## src/hdl/fpec_pkg.sv

```systemverilog
// ==========================================
// Shared constants and types
// ==========================================
package fpec_pkg;
  // Register byte offsets
  localparam logic [7:0] OFS_CTRL = 8'h00;
  localparam logic [7:0] OFS_KEY = 8'h04;
  localparam logic [7:0] OFS_PAGE = 8'h08;
  localparam logic [7:0] OFS_LOW = 8'h0C;
  localparam logic [7:0] OFS_HIGH = 8'h10;
  localparam logic [7:0] OFS_STAT = 8'h14;
  // Control register field positions
  localparam int BIT_START = 15;
  localparam int BIT_PERMIT = 14;
  localparam int BIT_FAULT = 13;
  localparam int BIT_ERASE = 6;
  // Operation codes
  localparam logic [3:0] OPC_BULK = 4'hF;
  localparam logic [3:0] OPC_GEN = 4'hD;
  localparam logic [3:0] OPC_SEC = 4'hC;
  localparam logic [3:0] OPC_WORD = 4'h3;
  localparam logic [3:0] OPC_PAGE = 4'h2;
  localparam logic [3:0] OPC_ROW = 4'h1;
  localparam logic [3:0] OPC_CFG = 4'h0;
  // Unlock key values
  localparam logic [7:0] KEY_FIRST = 8'h55;
  localparam logic [7:0] KEY_SECOND = 8'hAA;
  // Alignment masks: page is 512 words, row is 64 words
  localparam logic [23:0] PAGE_MASK = 24'hFF_FC00;
  localparam logic [23:0] ROW_MASK = 24'hFF_FF80;
  // Self-timed operation length
  localparam int OP_TIME_NS = 1586000;
  localparam int CLK_NS = 5;
  localparam int OP_CYCLES_DEF = (OP_TIME_NS + CLK_NS - 1) / CLK_NS;
  // Bus responses and reset values
  localparam logic [1:0] RESP_OKAY = 2'h0;
  localparam logic [1:0] RESP_SLVERR = 2'h2;
  localparam logic [31:0] ZERO32 = 32'h0000_0000;
  // Operation handed to the flash array
  typedef enum logic [3:0] {
    FK_NONE = 4'h0, FK_ROW = 4'h1, FK_WORD = 4'h2, FK_PAGE = 4'h3, FK_BULK = 4'h4,
    FK_GEN = 4'h5, FK_SEC = 4'h6, FK_CFG_PROG = 4'h7, FK_CFG_ERASE = 4'h8
  } fpec_kind_type;
  typedef struct packed {
    fpec_kind_type kind;
    logic [23:0] addr;
  } fpec_cmd_type;
  // Unlock and operation state machines
  typedef enum logic [2:0] {LK_SHUT = 3'b001, LK_HALF = 3'b010, LK_OPEN = 3'b100} fpec_lock_type;
  typedef enum logic [1:0] {OP_IDLE = 2'b01, OP_RUN = 2'b10} fpec_op_type;
endpackage

```

## src/hdl/fpec_top.sv

```systemverilog
// Notes on behaviour
// - Start bit launches operation, hardware clears it
// - Software can only set start bit
// - Modify permit gates every operation
// - Fault flag on bad sequence or abort
// - Erase select picks erase or program variant
// - Codes 1111/1101/1100 erase only with erase
// - 0011 word and 0001 row program with erase clear, 0010 page erase
// - Code 0000 programs or erases config byte
// - Reserved codes start no flash activity
// - Control bits clear only on power-on reset
// - Unimplemented control bits read zero
// - Low table store latches erase target address
// - Unlock 0x55 then 0xAA before start
// - CPU stalled for the whole operation
// - Row program writes 64-word holding buffer
// - Address is page pointer plus effective address
// - Low store bits 15:0, high 23:16
// - Pages and rows aligned to boundaries
`timescale 1ns/1ps
module fpec_top import fpec_pkg::*; #(
  parameter int OP_CYCLES = OP_CYCLES_DEF
) (
  input wire logic clock_in,
  input wire logic arst_n_in,
  input wire logic sys_rst_in,
  input wire logic [7:0] s_axi_awaddr_in,
  input wire logic s_axi_awvalid_in,
  output logic s_axi_awready_out,
  input wire logic [31:0] s_axi_wdata_in,
  input wire logic [3:0] s_axi_wstrb_in,
  input wire logic s_axi_wvalid_in,
  output logic s_axi_wready_out,
  output logic [1:0] s_axi_bresp_out,
  output logic s_axi_bvalid_out,
  input wire logic s_axi_bready_in,
  input wire logic [7:0] s_axi_araddr_in,
  input wire logic s_axi_arvalid_in,
  output logic s_axi_arready_out,
  output logic [31:0] s_axi_rdata_out,
  output logic [1:0] s_axi_rresp_out,
  output logic s_axi_rvalid_out,
  input wire logic s_axi_rready_in,
  input wire logic flash_abort_in,
  input wire logic [5:0] flash_buf_index_in,
  output logic [23:0] flash_buf_word_out,
  output logic flash_active_out,
  output fpec_cmd_type flash_cmd_out,
  output logic cpu_stall_out
);
  localparam logic [18:0] LAST_CYCLE = 19'(OP_CYCLES - 1);

  // ==========================================
  // State
  // ==========================================
  // Bus channel state
  logic awready_q, awready_d, wready_q, wready_d, bvalid_q, bvalid_d;
  logic arready_q, arready_d, rvalid_q, rvalid_d;
  logic aw_hold_q, aw_hold_d, w_hold_q, w_hold_d;
  logic [7:0] awaddr_q, awaddr_d;
  logic [31:0] wdata_q, wdata_d, rdata_q, rdata_d;
  logic [3:0] wstrb_q, wstrb_d;
  logic [1:0] bresp_q, bresp_d, rresp_q, rresp_d;
  // Control register fields
  logic start_q, start_d, permit_q, permit_d, fault_q, fault_d, erase_q, erase_d;
  logic [3:0] opc_q, opc_d;
  // Table pointer, erase target, sequencer
  logic [7:0] page_q, page_d;
  logic [23:0] target_q, target_d;
  fpec_lock_type lock_q, lock_d;
  fpec_op_type op_q, op_d;
  logic [18:0] cnt_q, cnt_d;
  fpec_cmd_type cmd_q, cmd_d;
  // Holding buffer and its write strobes
  logic [23:0] buf_q [64];
  logic [23:0] buf_word_q;
  logic buf_we_lo0, buf_we_lo1, buf_we_hi;
  logic [5:0] buf_idx;
  // Scratch values
  logic do_wr;
  logic [15:0] ea;
  logic new_permit, new_erase;
  logic [3:0] new_opc;
  fpec_kind_type kind;

  // ==========================================
  // Operation decode
  // ==========================================
  // Maps code and erase select to an operation, none on mismatch
  function automatic fpec_kind_type decode(input logic [3:0] opc, input logic ers);
    fpec_kind_type k;
    k = FK_NONE;
    unique case (opc)
      OPC_BULK: k = ers ? FK_BULK : FK_NONE;
      OPC_GEN: k = ers ? FK_GEN : FK_NONE;
      OPC_SEC: k = ers ? FK_SEC : FK_NONE;
      OPC_WORD: k = ers ? FK_NONE : FK_WORD;
      OPC_PAGE: k = ers ? FK_PAGE : FK_NONE;
      OPC_ROW: k = ers ? FK_NONE : FK_ROW;
      OPC_CFG: k = ers ? FK_CFG_ERASE : FK_CFG_PROG;
      default: k = FK_NONE; // Reserved codes
    endcase
    return k;
  endfunction

  // ==========================================
  // Next-state logic
  // ==========================================
  // Bus handshakes, register effects, unlock and timing
  always_comb begin
    awready_d = awready_q;
    wready_d = wready_q;
    bvalid_d = bvalid_q;
    arready_d = arready_q;
    rvalid_d = rvalid_q;
    aw_hold_d = aw_hold_q;
    w_hold_d = w_hold_q;
    awaddr_d = awaddr_q;
    wdata_d = wdata_q;
    wstrb_d = wstrb_q;
    rdata_d = rdata_q;
    bresp_d = bresp_q;
    rresp_d = rresp_q;
    start_d = start_q;
    permit_d = permit_q;
    fault_d = fault_q;
    erase_d = erase_q;
    opc_d = opc_q;
    page_d = page_q;
    target_d = target_q;
    lock_d = lock_q;
    op_d = op_q;
    cnt_d = cnt_q;
    cmd_d = cmd_q;
    buf_we_lo0 = 1'b0;
    buf_we_lo1 = 1'b0;
    buf_we_hi = 1'b0;
    ea = wdata_q[31:16];
    buf_idx = ea[6:1];
    new_permit = permit_q;
    new_erase = erase_q;
    new_opc = opc_q;
    kind = FK_NONE;
    // Capture address and data in either order
    if (s_axi_awvalid_in && awready_q) begin
      aw_hold_d = 1'b1;
      awaddr_d = s_axi_awaddr_in;
      awready_d = 1'b0;
    end
    if (s_axi_wvalid_in && wready_q) begin
      w_hold_d = 1'b1;
      wdata_d = s_axi_wdata_in;
      wstrb_d = s_axi_wstrb_in;
      wready_d = 1'b0;
    end
    do_wr = aw_hold_q && w_hold_q && !bvalid_q;
    // Self-timed operation in progress
    if (op_q == OP_RUN) begin
      cnt_d = cnt_q + 19'd1;
      if (flash_abort_in) begin
        fault_d = 1'b1; // Abnormal end
        start_d = 1'b0;
        op_d = OP_IDLE;
        cmd_d.kind = FK_NONE;
      end else if (cnt_q == LAST_CYCLE) begin
        start_d = 1'b0; // Hardware completion clears start
        op_d = OP_IDLE;
        cmd_d.kind = FK_NONE;
      end
    end
    // Perform a held write
    if (do_wr) begin
      aw_hold_d = 1'b0;
      w_hold_d = 1'b0;
      bvalid_d = 1'b1;
      bresp_d = RESP_OKAY;
      if (awaddr_q != OFS_KEY) begin
        lock_d = LK_SHUT; // Any other write breaks the key sequence
      end
      unique case (awaddr_q)
        OFS_KEY: begin
          if (wdata_q[7:0] == KEY_FIRST) begin
            lock_d = LK_HALF;
          end else if (wdata_q[7:0] == KEY_SECOND && lock_q == LK_HALF) begin
            lock_d = LK_OPEN;
          end else begin
            lock_d = LK_SHUT;
          end
        end
        OFS_CTRL: begin
          // Ignored while the operation runs
          if (op_q == OP_IDLE) begin
            if (wstrb_q[0]) begin
              new_erase = wdata_q[BIT_ERASE];
              new_opc = wdata_q[3:0];
            end
            if (wstrb_q[1]) begin
              new_permit = wdata_q[BIT_PERMIT];
              fault_d = wdata_q[BIT_FAULT];
            end
            erase_d = new_erase;
            opc_d = new_opc;
            permit_d = new_permit;
            kind = decode(new_opc, new_erase);
            // Writing zero to start has no effect
            if (wstrb_q[1] && wdata_q[BIT_START]) begin
              if (lock_q != LK_OPEN || !new_permit) begin
                fault_d = 1'b1; // No flash change
              end else if (kind != FK_NONE) begin
                start_d = 1'b1;
                fault_d = 1'b0;
                op_d = OP_RUN;
                cnt_d = '0;
                cmd_d.kind = kind;
                cmd_d.addr = target_q;
                if (kind == FK_PAGE) begin
                  cmd_d.addr = target_q & PAGE_MASK;
                end else if (kind == FK_ROW) begin
                  cmd_d.addr = target_q & ROW_MASK;
                end
              end else begin
                fault_d = 1'b0; // Unlocked but no operation selected
              end
            end
          end
        end
        OFS_PAGE: begin
          if (wstrb_q[0]) begin
            page_d = wdata_q[7:0];
          end
        end
        OFS_LOW: begin
          buf_we_lo0 = wstrb_q[0];
          buf_we_lo1 = wstrb_q[1];
          target_d = {page_q, ea};
        end
        OFS_HIGH: begin
          buf_we_hi = wstrb_q[0];
        end
        OFS_STAT: begin
        end
        default: bresp_d = RESP_SLVERR;
      endcase
      if (awaddr_q == OFS_CTRL && wstrb_q[1] && wdata_q[BIT_START]) begin
        lock_d = LK_SHUT; // Unlock used up by the attempt
      end
    end
    if (bvalid_q && s_axi_bready_in) begin
      bvalid_d = 1'b0;
      awready_d = 1'b1;
      wready_d = 1'b1;
    end
    // Read channel
    if (s_axi_arvalid_in && arready_q) begin
      arready_d = 1'b0;
      rvalid_d = 1'b1;
      rresp_d = RESP_OKAY;
      rdata_d = ZERO32;
      unique case (s_axi_araddr_in)
        OFS_CTRL: begin
          rdata_d[BIT_START] = start_q; // Other bits stay zero
          rdata_d[BIT_PERMIT] = permit_q;
          rdata_d[BIT_FAULT] = fault_q;
          rdata_d[BIT_ERASE] = erase_q;
          rdata_d[3:0] = opc_q;
        end
        OFS_PAGE: rdata_d[7:0] = page_q;
        OFS_STAT: rdata_d = {6'h00, lock_q == LK_OPEN, op_q == OP_RUN, target_q};
        OFS_KEY, OFS_LOW, OFS_HIGH: rdata_d = ZERO32;
        default: rresp_d = RESP_SLVERR;
      endcase
    end
    if (rvalid_q && s_axi_rready_in) begin
      rvalid_d = 1'b0;
      arready_d = 1'b1;
    end
    // Other resets restart bus and unlock only
    if (sys_rst_in) begin
      awready_d = 1'b1;
      wready_d = 1'b1;
      arready_d = 1'b1;
      bvalid_d = 1'b0;
      rvalid_d = 1'b0;
      aw_hold_d = 1'b0;
      w_hold_d = 1'b0;
      lock_d = LK_SHUT;
    end
  end

  // ==========================================
  // Registers
  // ==========================================
  // Power-on reset clears all but the holding buffer, control bits included
  always_ff @(posedge clock_in or negedge arst_n_in) begin
    if (!arst_n_in) begin
      awready_q <= 1'b1;
      wready_q <= 1'b1;
      arready_q <= 1'b1;
      bvalid_q <= 1'b0;
      rvalid_q <= 1'b0;
      aw_hold_q <= 1'b0;
      w_hold_q <= 1'b0;
      awaddr_q <= '0;
      wdata_q <= ZERO32;
      wstrb_q <= '0;
      rdata_q <= ZERO32;
      bresp_q <= RESP_OKAY;
      rresp_q <= RESP_OKAY;
      start_q <= 1'b0;
      permit_q <= 1'b0;
      fault_q <= 1'b0;
      erase_q <= 1'b0;
      opc_q <= '0;
      page_q <= '0;
      target_q <= '0;
      lock_q <= LK_SHUT;
      op_q <= OP_IDLE;
      cnt_q <= '0;
      cmd_q <= '{kind: FK_NONE, addr: '0};
    end else begin
      awready_q <= awready_d;
      wready_q <= wready_d;
      arready_q <= arready_d;
      bvalid_q <= bvalid_d;
      rvalid_q <= rvalid_d;
      aw_hold_q <= aw_hold_d;
      w_hold_q <= w_hold_d;
      awaddr_q <= awaddr_d;
      wdata_q <= wdata_d;
      wstrb_q <= wstrb_d;
      rdata_q <= rdata_d;
      bresp_q <= bresp_d;
      rresp_q <= rresp_d;
      start_q <= start_d;
      permit_q <= permit_d;
      fault_q <= fault_d;
      erase_q <= erase_d;
      opc_q <= opc_d;
      page_q <= page_d;
      target_q <= target_d;
      lock_q <= lock_d;
      op_q <= op_d;
      cnt_q <= cnt_d;
      cmd_q <= cmd_d;
    end
  end

  // Holding buffer words, 64 entries, not reset
  always_ff @(posedge clock_in) begin
    if (buf_we_lo0) begin
      buf_q[buf_idx][7:0] <= wdata_q[7:0];
    end
    if (buf_we_lo1) begin
      buf_q[buf_idx][15:8] <= wdata_q[15:8];
    end
    if (buf_we_hi) begin
      buf_q[buf_idx][23:16] <= wdata_q[7:0];
    end
    buf_word_q <= buf_q[flash_buf_index_in];
  end

  // ==========================================
  // Outputs
  // ==========================================
  assign s_axi_awready_out = awready_q;
  assign s_axi_wready_out = wready_q;
  assign s_axi_bvalid_out = bvalid_q;
  assign s_axi_bresp_out = bresp_q;
  assign s_axi_arready_out = arready_q;
  assign s_axi_rvalid_out = rvalid_q;
  assign s_axi_rdata_out = rdata_q;
  assign s_axi_rresp_out = rresp_q;
  assign flash_buf_word_out = buf_word_q;
  assign flash_active_out = start_q;
  assign flash_cmd_out = cmd_q;
  assign cpu_stall_out = start_q; // Stall follows start bit
endmodule

```

## config.mk

```make
export PLATFORM = sky130hd
export DESIGN_NAME = fpec_top
export DESIGN_NICKNAME = d
export VERILOG_FILES = /design/src/hdl/fpec_pkg.sv /design/src/hdl/fpec_top.sv
export SDC_FILE = /design/constraint.sdc
export NUM_CORES = 2
export LEC_CHECK = 0
export ABC_AREA = 1
export BUFFER_PORTS_ARGS = -buffer_cell sky130_fd_sc_hd__buf_4
export CAP_MARGIN = 25
export CORE_ASPECT_RATIO = 2
export CORE_MARGIN = 4
export CORE_UTILIZATION = 52
export CTS_BUF_LIST = sky130_fd_sc_hd__clkbuf_16
export DETAILED_ROUTE_END_ITERATION = 10
export GPL_TIMING_DRIVEN = 0
export MAX_ROUTING_LAYER = met4
export PLACE_DENSITY_LB_ADDON = 0.3
export SYNTH_ARGS = -nofsm -noshare
export SYNTH_HDL_FRONTEND = slang
export SYNTH_SLANG_ARGS = --single-unit
```

## constraint.sdc

```tcl
create_clock -name clock_in -period 3 [get_ports clock_in]
set_input_delay 0.3 -clock clock_in [delete_from_list [all_inputs] [get_ports clock_in]]
set_output_delay 0.3 -clock clock_in [all_outputs]
set_load 0.01 [all_outputs]
```

After elaboration in Yosys (flattened, before gate mapping)
Memory sizes are Yosys's and may differ from the RTL's. A register that Yosys moved wholly into a read port is not among the register bits. Cells that the tools add are included. Widths: inputs -> output; s select.

Eq/ne operators: 27. Reduce and logical (&&, ||, !) cells: 33. Multiplexer cells: 116. Add/sub/neg operators: 1. Bitwise logic cells: 1.

Operators by type and width (number): $mux 28 (6); $mux 19 (7); $mux 1 (59); $mux 4 (11); $eq 8x4->1 const B (4); $eq 8x5->1 const B (4); $mux 3 (10); $pmux 4 s7 (1); $mux 2 (13); $mux 10 (2); $add 19x1->19 const B (1); $eq 19x19->1 const B (1); $reduce_bool 3->1 (6); $eq 8x3->1 const B (2); $logic_not 8->1 (2); $eq 4x2->1 const B (3); $eq 4x4->1 const B (3); $pmux 4 s3 (1); $reduce_or 6->1 (2); $logic_and 1x1->1 (11); $eq 4x1->1 const B (2); $eq 8x7->1 const B (1); $eq 8x8->1 const B (1); $ne 8x3->1 const B (1); 20 further kinds (24).

Logic and storage cells: 204. Bits of input ports: 67. Output and inout bits: 95. Memories kept: 1. Bits in writable memories: 1536. Register bits after elaboration: 177.

Memories: buf_q (words 64, width 24, rd ports 1, clocked after Yosys merged registers in 1, wr ports 1, RTL line fpec_top.sv:75) `logic [23:0] buf_q [64];`.

Logic depth before layout (Yosys ltp)
Word-level depth: 18. Depth in mapped cells: 14. Depth with buffers taken out: 13.

Worst setup path after synthesis
No wires, ideal clock.

Path kind: flip-flop to flip-flop. Start point: reg wdata_q[2]. End point: reg op_q[1]. Buffers on the path: 1. Setup slack: -242 ps. Clock period less this slack: 3242 ps. Stages on the path, launching flop included: 13. Arrival: 3121 ps. Library setup time: 121 ps. Data required time: 2879 ps. Cells stage by stage: dfrtp_1 inv_1 nand2_1 nand2_1 nand2_2 nor2_2 nand2_2 nand3_2 nor2_2 nand2_4 nand2_4 buf_6 o21ai_1.

Longest elaborated chain between the ends: 16. Elaborated cells between the ends (all ways): 22. Classes of those cells: eq/ne: 6; mux: 14; reduce/logical: 2.

Ends and longest elaborated chain: from (decl) (RTL line fpec_top.sv:61) `logic [31:0] wdata_q, wdata_d, rdata_q, rdata_d;`; from (signal assigned) (RTL line fpec_top.sv:329) `wdata_q <= wdata_d;`; $mux 4 (*) (RTL line fpec_top.sv:193) `if (wstrb_q[0]) begin`; $mux 4 (*) (RTL line fpec_top.sv:192) `if (op_q == OP_IDLE) begin`; $mux 4 (*) (RTL line fpec_top.sv:180) `unique case (awaddr_q)`; $mux 4 (*) (RTL line fpec_top.sv:172) `if (do_wr) begin`; $eq 4x1->1, or another cell as far along (RTL line fpec_top.sv:93) `unique case (opc)`; $pmux 4 s7 (*) (RTL line fpec_top.sv:93); $mux 4 (*) (RTL line fpec_top.sv:192); $mux 4 (*) (RTL line fpec_top.sv:180); $mux 4 (*) (RTL line fpec_top.sv:172); $reduce_bool 4->1 (*) (RTL line fpec_top.sv:209) `end else if (kind != FK_NONE) begin`; $mux 2 (*) (RTL line fpec_top.sv:209); $mux 2 (*) (RTL line fpec_top.sv:207) `if (lock_q != LK_OPEN || !new_permit) begin`; $mux 2 (*) (RTL line fpec_top.sv:206) `if (wstrb_q[1] && wdata_q[BIT_START]) begin`; $mux 2 (*) (RTL line fpec_top.sv:192); $mux 2 (*) (RTL line fpec_top.sv:180); $mux 2 (*) (RTL line fpec_top.sv:172); via op_d[1] (RTL line fpec_top.sv:71) `fpec_op_type op_q, op_d;`; to (signal assigned) (RTL line fpec_top.sv:342) `op_q <= op_d;`; to (decl) (RTL line fpec_top.sv:71).

The timed path passes the listed nets; every way through them passes the cells marked *. The select of a mux whose other input is x is not followed. A chain may end at the register's enable or synchronous reset.

==> metrics.cfg <==
[route]
drt-total-wl_um = 280000
viasPerCell = 6.19
wire_per_inst_um = 32.5
drtIter0Drc = 6961
ant_nets = 0
drt_first_pass_iters = 6
routed-via-count = 53300
drc = 0

[yosys]
synth_cells = 6236
ys_warn_count = 0
synth_cell_types = 47
synthXorXnorAreaFrac = 0.00187
synthArstFlopShare = 0.0977
yosysSeqAreaShare = 0.722
synth-simple-area-share = 0.222
synth_edf_count = 1536
synth_top_flop_cell = edfxtp_1
synth-compound-area-share = 0.0218
synth_top_family_by_area = simple AND/OR/NAND/NOR gates
synth_area_um2 = 70400
synth_fa_ha_area_frac = 0.000178
ys_seq_elements = 1729
syn_avg_cell_area_um2 = 11.3
muxShareOfSynthArea = 0.00208

[power_and_ir_drop]
switching_share = 0.255
power_frac_comb = 0.093
peakVddDrop_mv = 0.588
power.switching_mw = 13.3
cell_internal_pwr_mw = 38.9
p_seq_frac = 0.528
cellLeakagePower_nw = 30.2
clockPowerShare = 0.379
pwr_density_cell_nw_per_um2 = 637

[global_routing]
grt_max_degree = 92
grtUsageTotal = 0.407
grt_pass1_vias = 51800
antenna_found_initial = 16
grt_first_pass_wirelength_um = 384000
grt_overflow = 0

[critical_path]
critPathMostFrequentCell = nand3_1
crit_start = flash_buf_index_in[1]
crit_fanout = 10
crit_end = flash_buf_word_out[5]
startpoint_type = input port
path_cells = clkbuf_1 -> inv_2 -> buf_2 -> clkdlybuf4s15_2 -> nand3_1 -> nand3_1 -> a21oi_1 -> o211ai_1 -> nand2_1
crit_type = in -> reg
worstPathRequired_ns = 3.65
crit_buf_inv = 4
path_delay_family = buffers and inverters
regToRegEndpoint = buf_q[53][17]
r2r_slack_ns = -0.16
max_stage_delay_ns = 0.70
path_depth = 9
regToRegStartpoint = wdata_q[17]
arrival_ns = 3.84
r2r_cells = 4
critical-path-slowest-cell = o211ai_1
cp-end-kind = register

[die]
rows = 190
io_pins = 162
dieArea_um2 = 142000
die_h_um = 528
start_util = 0.524
core_um2 = 134000
die_w_um = 268

[clock_tree]
h-tree-depth = 4
clk_latency_ns = 0.81
numCtsBuffers = 149
cts_root_buf = clkbuf_16
clkTransAtPathRegs_ns = 0.07
cts_sinks = 1729
cts_tree = yes
cts.path.max_buffers = 3

[timing]
setup-tns-final_ns = -9.22
timing.final.crit_period_ns = 3.19
slew_viol_final = 0
relSlewSlack = 0.143
skew_ns = 0.0351
setup_viol = 170
timing.fmax_ghz = 0.313
hold_viol = 0
tightestPinTransition_ns = 1.28
setup_ws_ns = -0.195
min_period_over_period = 1.06
rsz0062_at_grt = true

[place]
place_area_um2 = 75600
routabilityCongestion = 1.19
port_buffers = 148
dpl.hpwl_um = 203000

[cells_and_area]
nNetsFinal = 6819
layout_common_cells = 2136 x nand2_1, 1536 x edfxtp_1, 1213 x nand3_1
drive_gt1_frac = 0.122
design_area_um2 = 82000
final_common_cell = nand2_1
syn_to_final_growth_pct = 16.5
fillers = 10300

[status]
violations = setup timing
status = complete, but fails checks

[flow_run]
maxCapViolations = 0

[min_path]
hold_path_class = in -> async

==> metal layers <==
metal | global-route usage | part of all wire
met5 | - | 0
met4 | 0.440 | 0.15
met3 | 0.0918 | 0.092
met2 | 0.643 | 0.48
met1 | 0.387 | 0.28
==> layout make-up <==
class                           count  area [um2]  share of cell area
Timing Repair Buffer              357        3730              0.0455
Buffer                            388        1660              0.0202
Clock buffer                      159        3980              0.0485
Antenna cell                       13        32.5            0.000397
Tap cell                         1728        2160              0.0264
Multi-Input combinational cell   4007       18200               0.221
Sequential cell                  1729       50900               0.621
Inverter                          119         447             0.00545
Clock inverter                    116         956              0.0117
==> cell families (layout without fill, tap and decap cells) <==
| group | Yosys count | count (layout) |
|---|---|---|
| buf+inv | 507 | 1139 |
| mux | 13 | 13 |
| simple gates | 3704 | 3704 |
| fa+ha+maj | 1 | 1 |
| other cells | 1 | 21 |
| xor+xnor | 15 | 15 |
| flops | 1729 | 1729 |
| compound gates | 266 | 266 |
==> cell usage after synthesis, types with 4 or more instances <==
library cell	number	area, um2
xor2_1	13	114
a21oi_2	4	35.0
buf_4	13	97.6
dfstp_2	5	131
buf_1	60	225
o21ai_0	78	390
nor3b_1	7	52.6
inv_2	10	37.5
buf_2	67	335
nand3_1	1216	6090
o22ai_1	4	25.0
o221ai_1	6	52.6
inv_1	108	405
edfxtp_1	1536	46100
a21oi_1	107	536
nand4_1	16	100
nor2_2	4	25.0
dfrtp_1	164	4100
o21a_1	4	30.0
clkbuf_1	243	912
buf_6	5	56.3
nor2_1	271	1020
nor3_1	28	140
nand2_2	8	50.1
nand2_1	2137	8020
o211ai_1	49	368
o31ai_1	4	30.0
dfxtp_1	24	480
mux2_2	13	146
==> worst reg2reg max path, stage by stage, from the launching register on <==
cell	delay [ns]
dfrtp_1	0.48
inv_1	0.24
nor3_2	0.86
nand2_1	0.42
nor2_1	0.78
==> power groups by stage <==
stage / clock network [mW] / registers [mW] / logic [mW]
floorplan: 0 / 28.1 / 1.74
global placement: 0 / 28.9 / 3.46
detailed placement: 0 / 28.1 / 4.46
CTS: 19.8 / 27.6 / 4.56
global route: 20.7 / 27.6 / 4.97
finish: 19.8 / 27.6 / 4.88
==> stage by stage <==
step	instances	utilization	setup slack [ns]	power, mW	hold WS, ns
after detailed placement	8250	0.563	-1.09	32.6	0.315
final	8616	0.611	-0.195	52.3	0.0460
after CTS	8589	0.608	-0.107	51.9	0.00706
after global placement	8119	0.549	-2.56	32.3	0.459
after global routing	8615	0.611	-0.132	53.3	0.0776
after floorplan	6243	-	0.419	29.8	0.00441
==> flip-flops by register name (all words and copies together) (netlist names), 3 cells and up <==
signal              cells
wdata_q                32
opc_q                   4
page_q                  8
target_q               24
flash_cmd_out          28
cnt_q                  19
lock_q                  3
awaddr_q                8
flash_buf_word_out     24
s_axi_rdata_out        26
buf_q                1536
==> how the worst min path moves through the flow <==
stage | from | end | slack (ns) | cells after the start
after floorplan | arst_n_in | aw_hold_q | 0.004 | 0
after global placement | s_axi_arvalid_in | s_axi_arready_out | 0.46 | 2
after detailed placement | arst_n_in | flash_cmd_out[17] | 0.32 | 1
after CTS | s_axi_araddr_in[4] | s_axi_rdata_out[13] | 0.007 | 6
after global routing | s_axi_araddr_in[4] | s_axi_rdata_out[14] | 0.08 | 6
final | arst_n_in | flash_cmd_out[17] | 0.05 | 2
==> what timing repair did <==
| item | in CTS | in global routing |
|---|---|---|
| pin swaps | 1 | 1 |
| endpoints found under the hold margin | 145 | 0 |
| gates resized for setup | 154 | 38 |
| gates cloned | 0 | 0 |
| setup buffers | 1 | 3 |
| setup endpoints to repair | 1078 | 259 |
| hold buffers | 63 | 0 |
Power figures use the tool's default switching activity.
